### src/core/sie_pkg.sv
/*
  shared constants and carrier types for the scsi interrupt status and enable block.
  assumes a byte-wide register port and one core clock.
*/
package sie_pkg;
  localparam logic [7:0] SIE_EVT_MASK_ADDR  = 8'h40;
  localparam logic [7:0] SIE_TMR_MASK_ADDR  = 8'h41;
  localparam logic [7:0] SIE_EVT_FLAGS_ADDR = 8'h42;
  localparam logic [7:0] SIE_TMR_FLAGS_ADDR = 8'h43;
  localparam logic [7:0] SIE_SUMMARY_ADDR   = 8'h14;
  localparam logic [7:0] SIE_CFG_ADDR       = 8'h50;
  localparam logic [7:0] SIE_EVT_MASK_RST   = 8'h00;
  localparam logic [2:0] SIE_TMR_MASK_RST   = 3'h0;
  localparam logic [7:0] SIE_FLAGS_RST      = 8'h00;
  localparam logic [7:0] SIE_CFG_RST        = 8'h00;
  localparam int         SIE_TMR_W          = 3;
  // event flag bit positions
  localparam int SIE_B_MA  = 7;
  localparam int SIE_B_CMP = 6;
  localparam int SIE_B_SEL = 5;
  localparam int SIE_B_RSL = 4;
  localparam int SIE_B_SGE = 3;
  localparam int SIE_B_UDC = 2;
  localparam int SIE_B_RST = 1;
  localparam int SIE_B_PAR = 0;
  // timer flag bit positions
  localparam int SIE_B_STO = 2;
  localparam int SIE_B_GEN = 1;
  localparam int SIE_B_HTH = 0;
  // summary bits
  localparam int SIE_B_SIP = 1;
  localparam int SIE_B_DIP = 0;
  // configuration bits
  localparam int SIE_B_TARGET   = 0;
  localparam int SIE_B_LOWLEVEL = 1;
  localparam int SIE_B_SEL_EN   = 2;
  localparam int SIE_B_RSL_EN   = 3;
  localparam int SIE_B_PAR_EN   = 4;
  localparam int SIE_B_PAR_THRU = 5;
  // minimum spacing of status reads in core clocks
  localparam int SIE_READ_GAP   = 12;

  typedef struct packed {
    logic phase_mismatch;
    logic atn_seen;
    logic phase_change;
    logic arb_sel_done;
    logic selected;
    logic reselected;
    logic fifo_underflow;
    logic fifo_overflow;
    logic zero_offset_ack;
    logic offset_exceeded;
    logic residual_start;
    logic phase_chg_offset;
    logic target_drop;
    logic any_drop;
    logic bus_rst_level;
    logic scsi_par_err;
    logic host_par_err;
  } sie_events_t;

  typedef struct packed {
    logic sel_timeout;
    logic gp_expired;
    logic hs_expired;
  } sie_timers_t;

  typedef struct packed {
    logic [7:0] addr;
    logic [7:0] wdata;
    logic       wr;
    logic       rd;
  } sie_req_t;
endpackage

### src/core/sie_irq.sv
/*
  scsi interrupt status, mask, stacking and pending summary logic.
  assumes events and timers are pulses on core_clk, except bus_rst_level which is a level
  from the bus pin and is synchronised here.
*/
// Local design decision: the plain strobed port.
`timescale 1ns/1ps
// Operation
// timer mask bits 2..0 gate timeout conditions onto irq; flags still set
// cleared timer mask bit never stops pending summary from setting
// irq stays latched until the status register is read; unmasking keeps it
// masking an occurred non-fatal condition clears pending and releases stack
// masked non-fatal never blocks others; stacking starts once a summary flag sets
// software programs masks at init and does not toggle them later
// selection timeout sets its flag
// after arbitration work continues until interrupt; software flushes fifo on timeout
// general timer expiry sets its flag
// handshake gap timeout sets its flag
// event flags read regardless of mask; read clears bits seen, stacked appear later
// reading timer flags clears the whole register
// pending summary clears only after both status registers are read
// software spaces consecutive status reads by twelve clocks
// software reads both scsi status registers before dma status
// bit 7 on phase mismatch, target atn, or low level phase change
// bit 6 when arbitration and selection completed
// bits 5 and 4 on selection or reselection when response enabled
// gross error on fifo, offset, residual or phase-with-offset faults
// bit 2 on unexpected drop as initiator, any drop low level, or timeout
// bit 1 on rising edge of bus reset, once per assertion
// bit 0 on parity error when checking enabled; host side only pass-through (code flags host side only when pass-through is off)
// selected, reselected, complete and target atn are the non-fatal conditions
// reserved timer mask and flag bits ignore writes and read zero
module sie_irq
  import sie_pkg::*;
(
  input  wire logic        core_clk,
  input  wire logic        reset,
  input  wire sie_req_t    req,
  output logic      [7:0]  rdata,
  input  wire sie_events_t evt,
  input  wire sie_timers_t tmr,
  input  wire logic        dma_pending,
  output logic             irq
);

  logic [7:0] evt_mask_r;
  logic [2:0] tmr_mask_r;
  logic [7:0] cfg_r;
  logic [7:0] evt_flags_r;
  logic [7:0] evt_flags_nxt;
  logic [2:0] tmr_flags_r;
  logic [2:0] tmr_flags_nxt;
  typedef enum {
    SIE_RD_IDLE,
    SIE_RD_EVT,
    SIE_RD_TMR
  } sie_rd_state_t;

  sie_rd_state_t rd_state_r;
  logic [7:0] evt_bypass;
  logic       release_all;
  logic       both_read;
  logic       sip_r;
  logic       irq_r;
  logic [7:0] rdata_r;
  logic       rst_s1_r;
  logic       rst_s2_r;
  logic       rst_d_r;
  logic [7:0] evt_set;
  logic [2:0] tmr_set;
  logic [7:0] nonfatal;
  logic       stacking;
  logic       rd_evt;
  logic       rd_tmr;
  logic       wr_evt_mask;
  logic       wr_tmr_mask;
  logic       target;
  logic       lowlvl;

  assign target      = cfg_r[SIE_B_TARGET];
  assign lowlvl      = cfg_r[SIE_B_LOWLEVEL];
  assign rd_evt      = req.rd && req.addr == SIE_EVT_FLAGS_ADDR;
  assign rd_tmr      = req.rd && req.addr == SIE_TMR_FLAGS_ADDR;
  assign wr_evt_mask = req.wr && req.addr == SIE_EVT_MASK_ADDR;
  assign wr_tmr_mask = req.wr && req.addr == SIE_TMR_MASK_ADDR;

  // bus reset pin synchroniser and edge detect
  always_ff @(posedge core_clk) begin
    if (reset) begin
      rst_s1_r <= 1'b0;
      rst_s2_r <= 1'b0;
      rst_d_r  <= 1'b0;
    end else begin
      rst_s1_r <= evt.bus_rst_level;
      rst_s2_r <= rst_s1_r;
      rst_d_r  <= rst_s2_r;
    end
  end

  // raw condition decode
  always_comb begin
    evt_set = 8'h00;
    evt_set[SIE_B_MA] = (!target && evt.phase_mismatch) || (target && evt.atn_seen)
                        || (lowlvl && evt.phase_change);
    evt_set[SIE_B_CMP] = evt.arb_sel_done;
    evt_set[SIE_B_SEL] = evt.selected && cfg_r[SIE_B_SEL_EN];
    evt_set[SIE_B_RSL] = evt.reselected && cfg_r[SIE_B_RSL_EN];
    evt_set[SIE_B_SGE] = evt.fifo_underflow || evt.fifo_overflow
                         || (target && evt.zero_offset_ack) || evt.offset_exceeded
                         || evt.residual_start
                         || (!target && evt.phase_chg_offset);
    evt_set[SIE_B_UDC] = (!target && evt.target_drop) || (lowlvl && evt.any_drop)
                         || tmr.sel_timeout;
    evt_set[SIE_B_RST] = rst_s2_r && !rst_d_r;
    evt_set[SIE_B_PAR] = cfg_r[SIE_B_PAR_EN] && (evt.scsi_par_err
                         || (!cfg_r[SIE_B_PAR_THRU] && evt.host_par_err));
    tmr_set = 3'h0;
    tmr_set[SIE_B_STO] = tmr.sel_timeout;
    tmr_set[SIE_B_GEN] = tmr.gp_expired;
    tmr_set[SIE_B_HTH] = tmr.hs_expired;
  end

  always_comb begin
    nonfatal = 8'h00;
    nonfatal[SIE_B_SEL] = 1'b1;
    nonfatal[SIE_B_RSL] = 1'b1;
    nonfatal[SIE_B_CMP] = 1'b1;
    nonfatal[SIE_B_MA]  = target;
  end

  // stacking is live while a summary flag is up
  assign stacking = sip_r || dma_pending;

  // masked non-fatal conditions neither raise the summary nor wait in the stack
  assign evt_bypass = nonfatal & ~evt_mask_r;

  // masking a visible non-fatal with nothing else up drops the summary, frees the stack
  assign release_all = wr_evt_mask && |(evt_flags_r & nonfatal & ~req.wdata)
                       && !(|(evt_flags_r & ~nonfatal)) && !(|tmr_flags_r);

  // event and timer flag banks
  sie_flag_bank #(
    .WIDTH       (8)
  ) evt_bank_u (
    .core_clk    (core_clk),
    .reset       (reset),
    .set         (evt_set),
    .rd          (rd_evt),
    .stacking    (stacking),
    .bypass      (evt_bypass),
    .release_all (release_all),
    .flags       (evt_flags_r),
    .flags_nxt   (evt_flags_nxt)
  );

  sie_flag_bank #(
    .WIDTH       (SIE_TMR_W)
  ) tmr_bank_u (
    .core_clk    (core_clk),
    .reset       (reset),
    .set         (tmr_set),
    .rd          (rd_tmr),
    .stacking    (stacking),
    .bypass      (3'h0),
    .release_all (release_all),
    .flags       (tmr_flags_r),
    .flags_nxt   (tmr_flags_nxt)
  );

  // pending summary: set by any flag but a masked non-fatal one
  always_ff @(posedge core_clk) begin
    if (reset) begin
      sip_r <= 1'b0;
    end else if (release_all) begin
      sip_r <= 1'b0;
    end else if (|(evt_flags_nxt & ~evt_bypass) || |tmr_flags_nxt) begin
      sip_r <= 1'b1;
    end else if (both_read) begin
      sip_r <= 1'b0;
    end
  end

  // irq latch: set by any unmasked flag, released only by a status read
  always_ff @(posedge core_clk) begin
    if (reset) begin
      irq_r <= 1'b0;
    end else if (|(evt_flags_nxt & evt_mask_r) || |(tmr_flags_nxt & tmr_mask_r)) begin
      irq_r <= 1'b1;
    end else if (rd_evt || rd_tmr) begin
      irq_r <= 1'b0;
    end
  end

  // the read that completes the pair of status reads clears the summary
  assign both_read = (rd_state_r == SIE_RD_EVT && rd_tmr)
                     || (rd_state_r == SIE_RD_TMR && rd_evt);

  // which status register has been read since the summary rose
  always_ff @(posedge core_clk) begin
    if (reset || !sip_r) begin
      rd_state_r <= SIE_RD_IDLE;
    end else begin
      case (rd_state_r)
        SIE_RD_IDLE: begin
          if (rd_evt) begin
            rd_state_r <= SIE_RD_EVT;
          end else if (rd_tmr) begin
            rd_state_r <= SIE_RD_TMR;
          end
        end
        SIE_RD_EVT: begin
          if (rd_tmr) begin
            rd_state_r <= SIE_RD_IDLE;
          end
        end
        SIE_RD_TMR: begin
          if (rd_evt) begin
            rd_state_r <= SIE_RD_IDLE;
          end
        end
        default: begin
          rd_state_r <= SIE_RD_IDLE;
        end
      endcase
    end
  end

  // mask and configuration registers
  always_ff @(posedge core_clk) begin
    if (reset) begin
      evt_mask_r <= SIE_EVT_MASK_RST;
      tmr_mask_r <= SIE_TMR_MASK_RST;
      cfg_r      <= SIE_CFG_RST;
    end else begin
      if (wr_evt_mask) begin
        evt_mask_r <= req.wdata;
      end
      if (wr_tmr_mask) begin
        tmr_mask_r <= req.wdata[SIE_TMR_W-1:0];
      end
      if (req.wr && req.addr == SIE_CFG_ADDR) begin
        cfg_r <= req.wdata;
      end
    end
  end

  // read data, one cycle after the strobe
  always_ff @(posedge core_clk) begin
    if (reset) begin
      rdata_r <= 8'h00;
    end else if (req.rd) begin
      case (req.addr)
        SIE_EVT_MASK_ADDR:  rdata_r <= evt_mask_r;
        SIE_TMR_MASK_ADDR:  rdata_r <= {5'h00, tmr_mask_r};
        SIE_EVT_FLAGS_ADDR: rdata_r <= evt_flags_r;
        SIE_TMR_FLAGS_ADDR: rdata_r <= {5'h00, tmr_flags_r};
        SIE_SUMMARY_ADDR:   rdata_r <= {6'h00, sip_r, dma_pending};
        SIE_CFG_ADDR:       rdata_r <= cfg_r;
        default:            rdata_r <= 8'h00;
      endcase
    end else begin
      rdata_r <= 8'h00;
    end
  end

  assign rdata = rdata_r;
  assign irq   = irq_r;

endmodule

// one bank of read-to-clear flags with a stack behind it
module sie_flag_bank
  import sie_pkg::*;
#(
  parameter int WIDTH = 8
) (
  input  wire logic             core_clk,
  input  wire logic             reset,
  input  wire logic [WIDTH-1:0] set,
  input  wire logic             rd,
  input  wire logic             stacking,
  input  wire logic [WIDTH-1:0] bypass,
  input  wire logic             release_all,
  output logic      [WIDTH-1:0] flags,
  output logic      [WIDTH-1:0] flags_nxt
);

  logic [WIDTH-1:0] flags_r;
  logic [WIDTH-1:0] stack_r;
  logic [WIDTH-1:0] stack_nxt;

  // a read hands the stack over; a condition in the read cycle still lands, set wins
  always_comb begin
    flags_nxt = flags_r;
    stack_nxt = stack_r;
    if (rd) begin
      flags_nxt = stack_r | set;
      stack_nxt = '0;
    end else if (stacking) begin
      flags_nxt = flags_r | (set & (flags_r | bypass));
      stack_nxt = stack_r | (set & ~flags_r & ~bypass);
    end else begin
      flags_nxt = flags_r | stack_r | set;
      stack_nxt = '0;
    end
    if (release_all) begin
      flags_nxt = flags_nxt | stack_nxt;
      stack_nxt = '0;
    end
  end

  always_ff @(posedge core_clk) begin
    if (reset) begin
      flags_r <= SIE_FLAGS_RST[WIDTH-1:0];
      stack_r <= SIE_FLAGS_RST[WIDTH-1:0];
    end else begin
      flags_r <= flags_nxt;
      stack_r <= stack_nxt;
    end
  end

  assign flags = flags_r;

endmodule

### config.mk
export PLATFORM = sky130hd
export DESIGN_NAME = sie_irq
export DESIGN_NICKNAME = d
export VERILOG_FILES = /design/src/core/sie_pkg.sv /design/src/core/sie_irq.sv
export SDC_FILE = /design/constraint.sdc
export NUM_CORES = 1
export LEC_CHECK = 0
export BUFFER_PORTS_ARGS = -buffer_cell sky130_fd_sc_hd__buf_2
export CELL_PAD_IN_SITES_DETAIL_PLACEMENT = 1
export CELL_PAD_IN_SITES_GLOBAL_PLACEMENT = 2
export CORE_UTILIZATION = 32
export CTS_CLUSTER_DIAMETER = 50
export DETAILED_ROUTE_END_ITERATION = 12
export PLACE_DENSITY_LB_ADDON = 0.12
export SLEW_MARGIN = 20
export SYNTH_ARGS = -nofsm -noshare
export SYNTH_HDL_FRONTEND = slang
export SYNTH_SLANG_ARGS = --single-unit
### constraint.sdc
create_clock -name core_clk -period 2.76 [get_ports core_clk]
set_clock_uncertainty 0.2 [all_clocks]
set_input_delay 0.138 -clock core_clk [delete_from_list [all_inputs] [get_ports core_clk]]
set_output_delay 0.138 -clock core_clk [all_outputs]
set_load 0.005 [all_outputs]
Word-level counts from Yosys, hierarchy flattened:

Index checks and enable logic that the tools add are counted.

* register bits: 86
* input port bits: 41
* output and inout port bits: 9
* word-level logic and storage cells: 136

* equality and inequality tests: 13
* mux-type cells: 20
* bitwise operators: 32
* reductions and logical operators: 57

Operators by type and width (number)
* $mux W32: 4
* $pmux W32 S3: 1
* $and A8 B8 Y8: 9
* $eq A32 B2 Y1 const B: 2
* $or A8 B8 Y8: 7
* $pmux W8 S6: 1
* $eq A8 B7 Y1 const B: 5
* $mux W8: 5
* $not A8 Y8: 5
* $eq A32 B1 Y1 const B: 1
* $eq A32 B3 Y1 const B: 1
* $logic_not A32 Y1: 1
* $reduce_or A8 Y1: 4
* $logic_and A1 B1 Y1: 22
* $or A3 B3 Y3: 6
* $logic_or A1 B1 Y1: 16
* $mux W3: 5
* $and A3 B3 Y3: 3
* $reduce_or A3 Y1: 3
* $eq A8 B5 Y1 const B: 1
* $logic_not A1 Y1: 6
* $mux W1: 4
* $ne A2 B2 Y1 const B: 2
* $reduce_bool A2 Y1: 2
* 5 further kinds: 6

Depth between registers and ports, before layout:

Gate-level depths: netlist of the first run.

* depth after elaboration: 16
* mapped depth: 9
* depth with buffers taken out: 7

Modules after synthesis:

From an unflattened synthesis of the first run, not the netlist that was laid out.

* cell total of the unflattened synthesis: 330
* area total of the unflattened synthesis: 2987.9 sq um

By module, submodules not included
* sie_irq: times used 1, cells each 197, area an instance 1831.8 sq um, sequential area each 680.7 sq um
* sie_flag_bank (evt_bank_u): times used 1, cells each 96, area an instance 820.8 sq um, sequential area each 320.3 sq um
* sie_flag_bank (tmr_bank_u): times used 1, cells each 37, area an instance 335.3 sq um, sequential area each 120.1 sq um

Least setup slack after synthesis of the first run:

No wires, ideal clock.

* path kind: input to register
* start: input req[13] in the netlist's numbering
* end: register irq_r (netlist: irq)
* library setup time: 136 ps
* arrival time: 1782 ps
* required time: 2424 ps
* path slack: 642 ps
* cell stages on the path: 7
* path buffers: 0
* cell sequence: or4_4 > or4_4 > a211oi_2 > a31o_1 > nand2b_1 > o2111a_1 > a31oi_1

* cells in the longest elaborated chain, start to end: 10
* elaborated cells between the ends (all ways): 25
* those cells by class: eq/ne (3); mux (7); bitwise (4); reduce/logical (11)

Ends and longest elaborated chain
* start, declared: RTL line sie_irq.sv:38 `input wire sie_req_t req,`
* $eq A8 B7 Y1: RTL line sie_irq.sv:84 `assign wr_evt_mask = req.wr && req.addr == SIE_EVT_MASK_ADDR;`
* $logic_and A1 B1 Y1: RTL line sie_irq.sv:84
* $logic_and A1 B1 Y1: RTL line sie_irq.sv:138 `assign release_all = wr_evt_mask && |(evt_flags_r & nonfatal & ~req.wdata)`
* $logic_and A1 B1 Y1 (2 in a row): RTL line sie_irq.sv:139 `&& !(|(evt_flags_r & ~nonfatal)) && !(|tmr_flags_r);`
* $mux W8 or $mux W3 (tied branches): RTL line sie_irq.sv:306 `if (release_all) begin`
* $and A8 B8 Y8 or $and A3 B3 Y3 (tied branches): RTL line sie_irq.sv:187 `end else if (|(evt_flags_nxt & evt_mask_r) || |(tmr_flags_nxt & tmr_mask_r)) begin`
* $reduce_or A8 Y1 or $reduce_or A3 Y1 (tied branches): RTL line sie_irq.sv:187
* $logic_or A1 B1 Y1: RTL line sie_irq.sv:187
* $mux W1 or $reduce_bool A2 Y1 (tied branches)
* end signal, assigned: RTL line sie_irq.sv:186 `irq_r <= 1'b0;`
* end signal, assigned: RTL line sie_irq.sv:188 `irq_r <= 1'b1;`
* end signal, assigned: RTL line sie_irq.sv:190 `irq_r <= 1'b0;`
* end, declared: RTL line sie_irq.sv:64 `logic irq_r;`

Parallel ways exist; a longest one is shown, timed or not.
A chain may end at the register's enable or synchronous reset.

Worst setup path after layout of the first run:

* start: register evt_bank_u.flags_r[3] (netlist: evt_bank_u.flags[3])
* end: register irq_r (netlist: irq)

* cells in the longest elaborated chain, start to end: 12
* elaborated cells between the ends (all ways): 32
* those cells by class: mux (7); bitwise (15); reduce/logical (10)

Ends and longest elaborated chain
* start, declared: RTL line sie_irq.sv:288 `logic [WIDTH-1:0] flags_r;`
* start signal, assigned: RTL line sie_irq.sv:314 `flags_r <= SIE_FLAGS_RST[WIDTH-1:0];`
* start signal, assigned: RTL line sie_irq.sv:317 `flags_r <= flags_nxt;`
* $not A8 Y8: RTL line sie_irq.sv:301 `stack_nxt = stack_r | (set & ~flags_r & ~bypass);`
* $and A8 B8 Y8 (2 in a row): RTL line sie_irq.sv:301
* $or A8 B8 Y8: RTL line sie_irq.sv:301
* $mux W8: RTL line sie_irq.sv:299 `end else if (stacking) begin`
* $mux W8: RTL line sie_irq.sv:296 `if (rd) begin`
* $or A8 B8 Y8: RTL line sie_irq.sv:307 `flags_nxt = flags_nxt | stack_nxt;`
* $mux W8: RTL line sie_irq.sv:306
* $and A8 B8 Y8: RTL line sie_irq.sv:187
* $reduce_or A8 Y1: RTL line sie_irq.sv:187
* $logic_or A1 B1 Y1 *: RTL line sie_irq.sv:187
* $mux W1 or $reduce_bool A2 Y1 (tied branches)

Every way passes the cells marked *; elsewhere a longest branch is shown, timed or not.

==> results of run 1 <==
-- worst max-delay path by stage --
stage / from / slack, ps / cells after the start / end
final: evt_bank_u.flags[3] / 300 / 7 / irq
after global routing: evt_bank_u.flags[3] / 110 / 7 / sip_r
after CTS: evt_bank_u.flags[3] / 240 / 7 / irq
after detailed placement: req[10] / 240 / 8 / irq
after global placement: req[13] / 300 / 8 / irq
after floorplan: req[13] / 640 / 7 / irq
-- cell usage in the layout, fill, tap and decap left out, types with 11 or more instances in the layout --
| cell type | count |
|---|---|
| nor2_1 | 66 |
| dfxtp_1 | 56 |
| buf_2 | 49 |
| a21oi_1 | 31 |
| nand2_1 | 23 |
| mux2i_1 | 16 |
| nand3_1 | 15 |
| buf_4 | 15 |
| dlygate4sd3_1 | 14 |
| inv_1 | 12 |
| nand2b_1 | 11 |
-- layer usage --
metal,routed length (µm),part of all wire (%),vias up,global-route usage (%)
li1,-,-,1361,-
met1,4332,48,1399,27.68
met3,257,2.8,13,3.221
met4,173,1.9,0,5.934
met2,4303,47,47,36.15
met5,0,0,-,0
-- synth_stat cells, drive strengths merged (4+ instances only) --
library cell  count  area [µm²]
a22oi             8       60.06
nand2b           11       68.82
nand3            15       75.07
nor4              5       37.53
nor2             67       254.0
a31oi             8       50.05
nor3              8       50.05
mux2i            16       160.2
dfxtp            56        1121
inv              13       48.79
o21ai             9       45.04
nand2            23       86.33
nor2b             9       56.30
or4               4       37.53
a21oi            31       155.2
clkbuf           11       41.29
-- through the flow --
step / hold slack, ps / cell area (µm²)
2_1_floorplan: 66.18 / 2749
4_1_cts: 12.77 / 3415
3_3_place_gp: 148.2 / 3182
5_1_grt: 7.475 / 3415
3_5_place_dp: 154.3 / 3182
6_report: 12.28 / 3415
-- timing repair --
item / 4_1_cts / 5_1_grt
setup buffers: 0 / 0
setup endpoints to repair: 0 / 0
hold buffers: 14 / 0
hold endpoints to repair: 26 / 0
-- where the power goes --
part	switching, mW	internal (mW)
clock	0.271	0.201
combinational	0.113	0.0921
sequential	0.0152	0.827
total	0.399	1.12
-- sequential cells by signal, indices dropped and copies added (netlist names), 2 cells and up --
name and flops:
tmr_bank_u.flags 3, evt_mask_r 8, evt_bank_u.stack_r 8, rd_state_r 2, evt_bank_u.flags 8, cfg_r 8, tmr_bank_u.stack_r 3, rdata 8
tmr_mask_r 3
-- kinds of logic (layout without fill, tap and decap cells) --
| group | count (synthesis) | count (layout) | synth area share [%] |
|---|---|---|---|
| AO/OA/AOI/OAI | 82 | 82 | 19.48 |
| buffers and inverters | 27 | 99 | 3.823 |
| flip-flops | 56 | 56 | 40.78 |
| multiplexers | 19 | 19 | 7.055 |
| AND/OR/NAND/NOR | 158 | 158 | 28.86 |
-- final cells by class --
class / count / area, µm²
Multi-Input combinational cell: 259 / 1523
Fill cell: 1042 / 4843
Timing Repair Buffer: 78 / 498.0
Sequential cell: 56 / 1121
Tap cell: 105 / 131.4
Inverter: 13 / 48.80
Clock inverter: 2 / 10.01
Clock buffer: 6 / 82.58
==> results.py, run 1 <==
metrics = {
    "outcome": {
        "outcome": "finished clean",
    },
    "cts": {
        "htree_levels": 2,
        "cts_buffers": 5,
        "cts_tree": "yes",
        "cts_sinks": 56,
        "root_buffer": "clkbuf_8",
        "clock_latency_ps": 310,
        "clock_path_buffers": 2,
        "cts.clk_slew.worst_paths_ps": 100,
        "cts_resized": 0,
    },
    "finish": {
        "drive_above_1_share_pct": 20.77,
        "area_growth_syn_to_layout_pct": 24.21,
        "finalCoreUtilization_pct": 41.35,
        "nets": 454,
        "layoutNonFillerInstCount": 519,
        "diodes": 0,
    },
    "floorplanning": {
        "num_rows": 33,
        "die_h_um": 94.69,
        "ioPinCount": 50,
        "die_w_um": 94.69,
        "core_mm2": 0.008258,
        "die_area_mm2": 0.008965,
        "start_util_pct": 33.29,
    },
    "critical_path": {
        "path_cells": "nor4_1 > o2111ai_1 > or3_1 > a31o_1 > nand2b_1 > o2111a_1 > a31oi_1",
        "reg2reg_setup_slack_ps": 300,
        "regToRegEndpoint": "irq",
        "crit_type": "flop to flop",
        "critical_path.startpoint_type": "flop",
        "cp.arrival_ps": 2510,
        "crit_buf_inv": 0,
        "crit_family": "simple AND/OR/NAND/NOR gates",
        "endpoint_kind": "flop",
        "path_max_fanout": 7,
        "crit_slowest_cell": "or3_1",
        "crit_required_ps": 2810,
        "reg2reg_depth": 7,
        "crit_path_max_incr_delay_ps": 510,
        "worstReg2RegStart": "evt_bank_u.flags[3]",
    },
    "timing": {
        "fin_tns_setup_ps": 0,
        "finalHoldViolations": 0,
        "drv_slew": 0,
        "rsz0062_at_grt": "false",
        "period_needed_ps": 2463,
        "worstMarginPinSlew_ps": 716.6,
        "fin_crit_sh_pct": 89.25,
        "setup_ws_ps": 296.8,
        "relSlewSlack_pct": 51.60,
        "fmax_mhz": 406.0,
        "finalSetupViolations": 0,
    },
    "worst_hold_path": {
        "hold_end": "tmr_bank_u.flags[1]",
        "holdPathStages": 2,
        "hold_class": "input pin to flop",
        "min_from": "reset",
    },
    "routing": {
        "drc": 0,
        "first_iter_violations": 149,
        "vias": 2820,
        "first_pass_iters": 4,
        "ant_nets": 0,
        "viasPerCell": 5.434,
        "drt-total-wl_um": 9066,
        "routedWlPerCell_um": 17.47,
    },
    "pwr": {
        "power_mw": 1.520,
        "power_leakage_nw": 1.420,
        "peakVddDrop_mv": 0.1867,
        "powerDensity_mw_per_mm2": 445.1,
    },
    "synthesis": {
        "synth_edf_count": 0,
        "syn-cell-area_mm2": 0.002749,
        "synthArstFlopShare_pct": 0,
        "ys_ff_latch": 56,
        "synth_nets": 383,
        "yosysUniqueCellTypes": 53,
        "syn-mean-instance-area_um2": 8.038,
        "postSynthCellCount": 342,
        "synth-main-ff-cell": "dfxtp_1",
        "yosysSeqAreaShare_pct": 40.78,
        "yosys_warnings": 0,
    },
    "global_route": {
        "grt_pass1_vias": 2820,
        "grt_max_degree": 21,
        "grt_pass1_wl_um": 14460,
        "globalRouteTotalUtil_pct": 21.23,
        "antenna_found_initial": 0,
        "grt_overflow_total": 0,
    },
    "flow_run": {
        "maxCapViolCount": 0,
    },
    "placement": {
        "dpl.cell_count": 497,
        "routabilityCongestion": 0.9140,
        "pre_cts_slack_ps": 237.8,
        "port_buffers": 49,
        "dp_hpwl_um": 7066,
    },
}
Note: power is estimated with default switching activity, not from simulation.
==> run 2, diff against run 1 <==
RECOVER_POWER = 100   (was unset)
==> run 2 against run 1 <==
Compared with the run above: critical endpoint unchanged; sequential power is essentially flat; global-route usage stayed put; highest routed layer unchanged; clock power barely moved; power down 0.12%; combinational power about the same.
==> results.py, run 2 (synthesis gave the netlist of run 1 again) <==
metrics = {
    "outcome": {
        "outcome": "finished clean",
    },
    "floorplanning": {
        "die_area_mm2": 0.008965,
        "core_mm2": 0.008258,
        "num_rows": 33,
        "ioPinCount": 50,
        "die_h_um": 94.69,
        "die_w_um": 94.69,
        "start_util_pct": 33.29,
    },
    "pwr": {
        "powerDensity_mw_per_mm2": 448.7,
        "swShare_pct": 26.26,
        "p_sw_uw": 398.7,
        "seq_power_share_pct": 55.5,
        "p_clk_share_pct": 31.1,
        "power_frac_comb_pct": 13.4,
        "peakVddDrop_mv": 0.1871,
        "p_int_mw": 1.119,
        "power_mw": 1.518,
        "power_leakage_nw": 1.380,
    },
    "critical_path": {
        "endpoint_kind": "flop",
        "critical_path.startpoint_type": "input pin",
        "crit_path_max_incr_delay_ps": 620,
        "crit_type": "input pin to flop",
        "crit_required_ps": 2740,
        "crit_slowest_cell": "nor4b_1",
        "critical_path.most_common_cell": "nand3_1",
        "cp.arrival_ps": 2570,
        "path_cells": "clkbuf_1 > nor4b_1 > nand3_1 > or3_1 > nand3_1 > o21ai_0 > a221oi_1 > a31oi_1",
        "path_max_fanout": 8,
    },
    "cts": {
        "post_cts_buffers": 0,
        "cts.clk_slew.worst_paths_ps": 100,
        "cts_tree": "yes",
        "cts_resized": 0,
        "cts_buffers": 5,
        "clock_path_buffers": 2,
        "cts_hold_buf": 14,
        "cts_sinks": 56,
        "htree_levels": 2,
        "root_buffer": "clkbuf_8",
        "clock_latency_ps": 310,
    },
    "timing": {
        "relSlewSlack_pct": 55.04,
        "fmax_mhz": 386.6,
        "whs_ps": 10.60,
        "finalHoldViolations": 0,
        "drv_slew": 0,
        "fin_crit_sh_pct": 93.72,
        "worstMarginPinSlew_ps": 671.9,
        "fin_tns_setup_ps": 0,
        "rsz0062_at_grt": "false",
        "finalSetupViolations": 0,
        "period_needed_ps": 2587,
    },
    "flow_run": {
        "maxCapViolCount": 0,
    },
    "worst_hold_path": {
        "hold_class": "input pin to flop",
    },
    "finish": {
        "layoutNonFillerInstCount": 519,
        "fin_area_mm2": 0.003383,
        "layout_commonest_cell": "nor2_1",
        "final_cell_mix": "66 x nor2_1, 56 x dfxtp_1, 40 x buf_2",
        "diodes": 0,
        "nets": 454,
        "area_growth_syn_to_layout_pct": 23.08,
        "drive_above_1_share_pct": 17.63,
    },
    "global_route": {
        "grt_max_degree": 21,
        "grt_overflow_total": 0,
        "grt_pass1_vias": 2820,
        "globalRouteTotalUtil_pct": 21.23,
        "grt_pass1_wl_um": 14460,
        "antenna_found_initial": 0,
    },
    "routing": {
        "viasPerCell": 5.416,
        "routedWlPerCell_um": 17.52,
        "first_pass_iters": 4,
        "drt-total-wl_um": 9095,
        "ant_nets": 0,
        "first_iter_violations": 144,
        "drc": 0,
        "vias": 2811,
    },
    "placement": {
        "routabilityCongestion": 0.9140,
        "dp_hpwl_um": 7066,
        "port_buffers": 49,
        "dpl.cell_count": 497,
        "dpl_cell_area_mm2": 0.003182,
    },
}
-- run 2: cell count changes in the layout (fill, tap and decap cells not counted), sizes merged --
cell	before	now
buf	64	54
clkbuf	6	16
-- run 2: worst paths after layout --
kind                            slack [ps]                start             endpoint  cells after the start
worst max-delay path                   170              req[10]                  irq                      8
worst min-delay path                    10                reset  tmr_bank_u.flags[1]                      2
worst max register to register         330  evt_bank_u.flags[3]                  irq                      7
worst min register to register         250             rst_s1_r             rst_s2_r                      1
-- run 2: through the flow --
stage / setup slack (ps) / util (%)
2_1_floorplan: 641.8 / -
3_3_place_gp: 301.3 / 38.53
3_5_place_dp: 237.8 / 38.53
4_1_cts: 239.5 / 41.35
5_1_grt: 80.31 / 40.97
6_report: 173.3 / 40.97
-- run 2: critical path, delay by kind of cell --
| kind | cells | cell delay, ps |
|---|---|---|
| AOI/OAI and AO/OA | 3 | 750 |
| buffers and inverters | 1 | 180 |
| and+or+nand+nor | 4 | 1500 |
-- run 2: per-layer routing --
metal / global-route usage, % / vias up / share of wire [%]
met5: 0 / - / 0
met4: 5.934 / 0 / 1.9
met2: 36.15 / 54 / 47
met1: 27.68 / 1385 / 48
li1: - / 1359 / -
met3: 3.221 / 13 / 3.2
-- run 2: cell type report --
cell class                 count  area, µm²
tap                          105      131.4
clock inverter                 2      10.01
timing repair buffer          78      483.0
multi-input combinational    259       1506
clock buffer                   6      82.58
sequential                    56       1121
inverter                      13      48.80
fill                        1050       4875
-- run 2: power groups by stage --
| stage | combinational (mW) | clock [mW] | sequential [mW] |
|---|---|---|---|
| detailed placement | 0.189 | 0 | 0.861 |
| floorplan | 0.105 | 0 | 0.858 |
| CTS | 0.205 | 0.489 | 0.842 |
| finish | 0.204 | 0.472 | 0.842 |
| global route | 0.223 | 0.522 | 0.845 |
| global placement | 0.187 | 0 | 0.861 |
==> run 3, diff against run 2 <==
ABC_AREA = 1   (was unset)
CORE_UTILIZATION = 30   (was 32)
==> run 3 against run 2 <==
Compared with the run above: clock-buffer cell count did not move; power grew 4.3%; synthesized cell count increased by 45%; largest power group unchanged.
==> results.py, run 3 <==
metrics = {
    "timing": {
        "setup_ws_ps": 442.7,
        "fmax_mhz": 431.5,
        "rsz0062_at_grt": "false",
        "drv_slew": 0,
        "worstMarginPinSlew_ps": 862.5,
        "fin_tns_setup_ps": 0,
        "fin_crit_sh_pct": 83.96,
        "period_needed_ps": 2317,
        "finalHoldViolations": 0,
        "finalSetupViolations": 0,
        "relSlewSlack_pct": 41.90,
    },
    "cts": {
        "post_cts_buffers": 0,
        "cts.clk_slew.worst_paths_ps": 110,
        "htree_levels": 2,
        "root_buffer": "clkbuf_8",
        "clock_latency_ps": 320,
        "cts_tree": "yes",
        "cts_buffers": 5,
        "cts_sinks": 56,
        "clock_path_buffers": 2,
    },
    "pwr": {
        "power_mw": 1.583,
        "p_clk_share_pct": 31.7,
        "peakVddDrop_mv": 0.1954,
        "p_sw_uw": 461.2,
        "power_leakage_nw": 1.860,
        "p_int_mw": 1.122,
        "powerDensity_mw_per_mm2": 431.6,
        "swShare_pct": 29.12,
        "power_frac_comb_pct": 15.2,
        "seq_power_share_pct": 53.1,
    },
    "placement": {
        "dpl.cell_count": 672,
        "dp_hpwl_um": 8216,
        "routabilityCongestion": 0.7698,
        "pre_cts_slack_ps": 604.2,
        "port_buffers": 49,
    },
    "synthesis": {
        "synth_area_leaders": "dfxtp_1 36%, nand2_1 17%, inv_1 10%",
        "yosysSeqAreaShare_pct": 35.75,
        "synthArstFlopShare_pct": 0,
        "yosysUniqueCellTypes": 33,
        "syn-cell-area_mm2": 0.003136,
        "synth-main-ff-cell": "dfxtp_1",
        "syn-mean-instance-area_um2": 6.309,
        "synthTopCellsByCount": "143 x nand2_1, 84 x inv_1, 56 x dfxtp_1, 52 x nor2_1, 35 x a21oi_1",
        "yosysMostFrequentCell": "nand2_1",
        "synth_top_area_cell": "dfxtp_1",
        "ys_ff_latch": 56,
        "yosysTopAreaCellShare_pct": 35.75,
        "postSynthCellCount": 497,
        "synth_nets": 538,
        "yosys_warnings": 0,
        "synth_edf_count": 0,
    },
    "global_route": {
        "globalRouteTotalUtil_pct": 19.70,
        "grt_overflow_total": 0,
        "grt_max_degree": 21,
        "grt_pass1_vias": 3262,
        "global_route.usage.met3_pct": 2.632,
        "grtUsageMet1_pct": 26.76,
        "gr-max-usage-layer": "met2",
        "antenna_found_initial": 0,
        "grtUsageMet2_pct": 33.52,
        "grt_pass1_wl_um": 16830,
    },
    "critical_path": {
        "reg2reg_setup_slack_ps": 460,
        "regToRegEndpoint": "sip_r",
        "path_max_fanout": 11,
        "worstReg2RegStart": "cfg_r[0]",
        "crit_required_ps": 2770,
        "crit_type": "input pin to flop",
        "reg2reg_depth": 8,
        "cp.arrival_ps": 2320,
        "endpoint_kind": "flop",
        "critical_path.startpoint_type": "input pin",
    },
    "routing": {
        "vias": 3240,
        "drt-total-wl_um": 10390,
        "routedWlPerCell_um": 15.01,
        "first_pass_iters": 4,
        "drc": 0,
        "first_iter_violations": 119,
        "viasPerCell": 4.682,
        "ant_nets": 0,
    },
    "finish": {
        "finalCoreUtilization_pct": 36.85,
        "nets": 599,
        "diodes": 0,
        "area_growth_syn_to_layout_pct": 17.00,
        "layout_commonest_cell": "nand2_1",
        "final_cell_mix": "152 x nand2_1, 84 x inv_1, 56 x dfxtp_1",
        "drive_above_1_share_pct": 13.77,
        "layoutNonFillerInstCount": 692,
    },
    "outcome": {
        "outcome": "finished clean",
    },
    "floorplanning": {
        "die_area_mm2": 0.01086,
        "die_w_um": 104.2,
        "core_mm2": 0.009955,
        "num_rows": 36,
        "start_util_pct": 31.50,
        "ioPinCount": 50,
        "die_h_um": 104.2,
    },
    "flow_run": {
        "maxCapViolCount": 0,
    },
    "worst_hold_path": {
        "hold_end": "tmr_bank_u.stack_r[1]",
        "holdPathStages": 5,
        "min_from": "tmr[1]",
        "hold_class": "input pin to flop",
    },
}
-- run 3: cell types whose count changed after synthesis, moves of 8 or more --
cell,delta
nand2_1,+120
inv_1,+72
mux2i_1,-16
nand2b_1,-11
nor2_1,-14
o21ai_0,+22
a22oi_1,-8
clkbuf_1,-9
nand3_1,+13
nand2_2,+14
nor2b_1,-9
-- run 3: power groups by stage --
stage	Combinational (mW)	Clock [mW]	Sequential, mW
detailed placement	0.234	0	0.859
finish	0.240	0.503	0.841
CTS	0.248	0.519	0.840
floorplan	0.145	0	0.855
global placement	0.230	0	0.858
global route	0.275	0.558	0.843
-- run 3: cells by family after synthesis --
logic type             synth area share [%]
AO/OA/AOI/OAI                         13.57
AND/OR/NAND/NOR                       37.83
flip-flops                            35.75
buffers and inverters                 12.85
-- run 3: area by class of cell --
cell class                      count  area [µm²]
Fill cell                        1334        6286
Tap cell                          133       166.4
Timing Repair Buffer               64       382.9
Inverter                           89       334.1
Multi-Input combinational cell    342        1567
Sequential cell                    56        1121
Clock buffer                        6       82.58
Clock inverter                      2       15.01
-- run 3: worst max-delay path: stages --
cell	delay (ps)
dlygate4sd3_1	530
clkbuf_1	190
nand2_1	320
o21ai_0	800
buf_4	300
a21oi_1	50
-- run 3: repair_timing --
action                    4_1_cts  5_1_grt
hold endpoints to repair       22        0
hold buffers                   12        0
resized for setup               0        0
-- run 3: through the flow --
stage	cell area, µm²	hold slack (ps)
after floorplan	3136	44.97
after global placement	3501	151.5
after global routing	3669	32.57
final	3669	6.112
after CTS	3719	6.724
after detailed placement	3501	157.6
-- run 3: worst max path at each step --
stage	start	to	slack (ps)
floorplan	sip_r	irq	1070
CTS	cfg_r[0]	irq	600
finish	req[1]	sip_r	440
global route	req[1]	sip_r	200
detailed placement	req[11]	irq	600
global placement	req[13]	irq	610
-- run 3: routing by layer --
| layer | vias to the layer above | part of all wire, % |
|---|---|---|
| li1 | 1658 | - |
| met3 | 8 | 3.3 |
| met2 | 59 | 46 |
| met5 | - | 0 |
| met1 | 1515 | 50 |
| met4 | 0 | 0.78 |
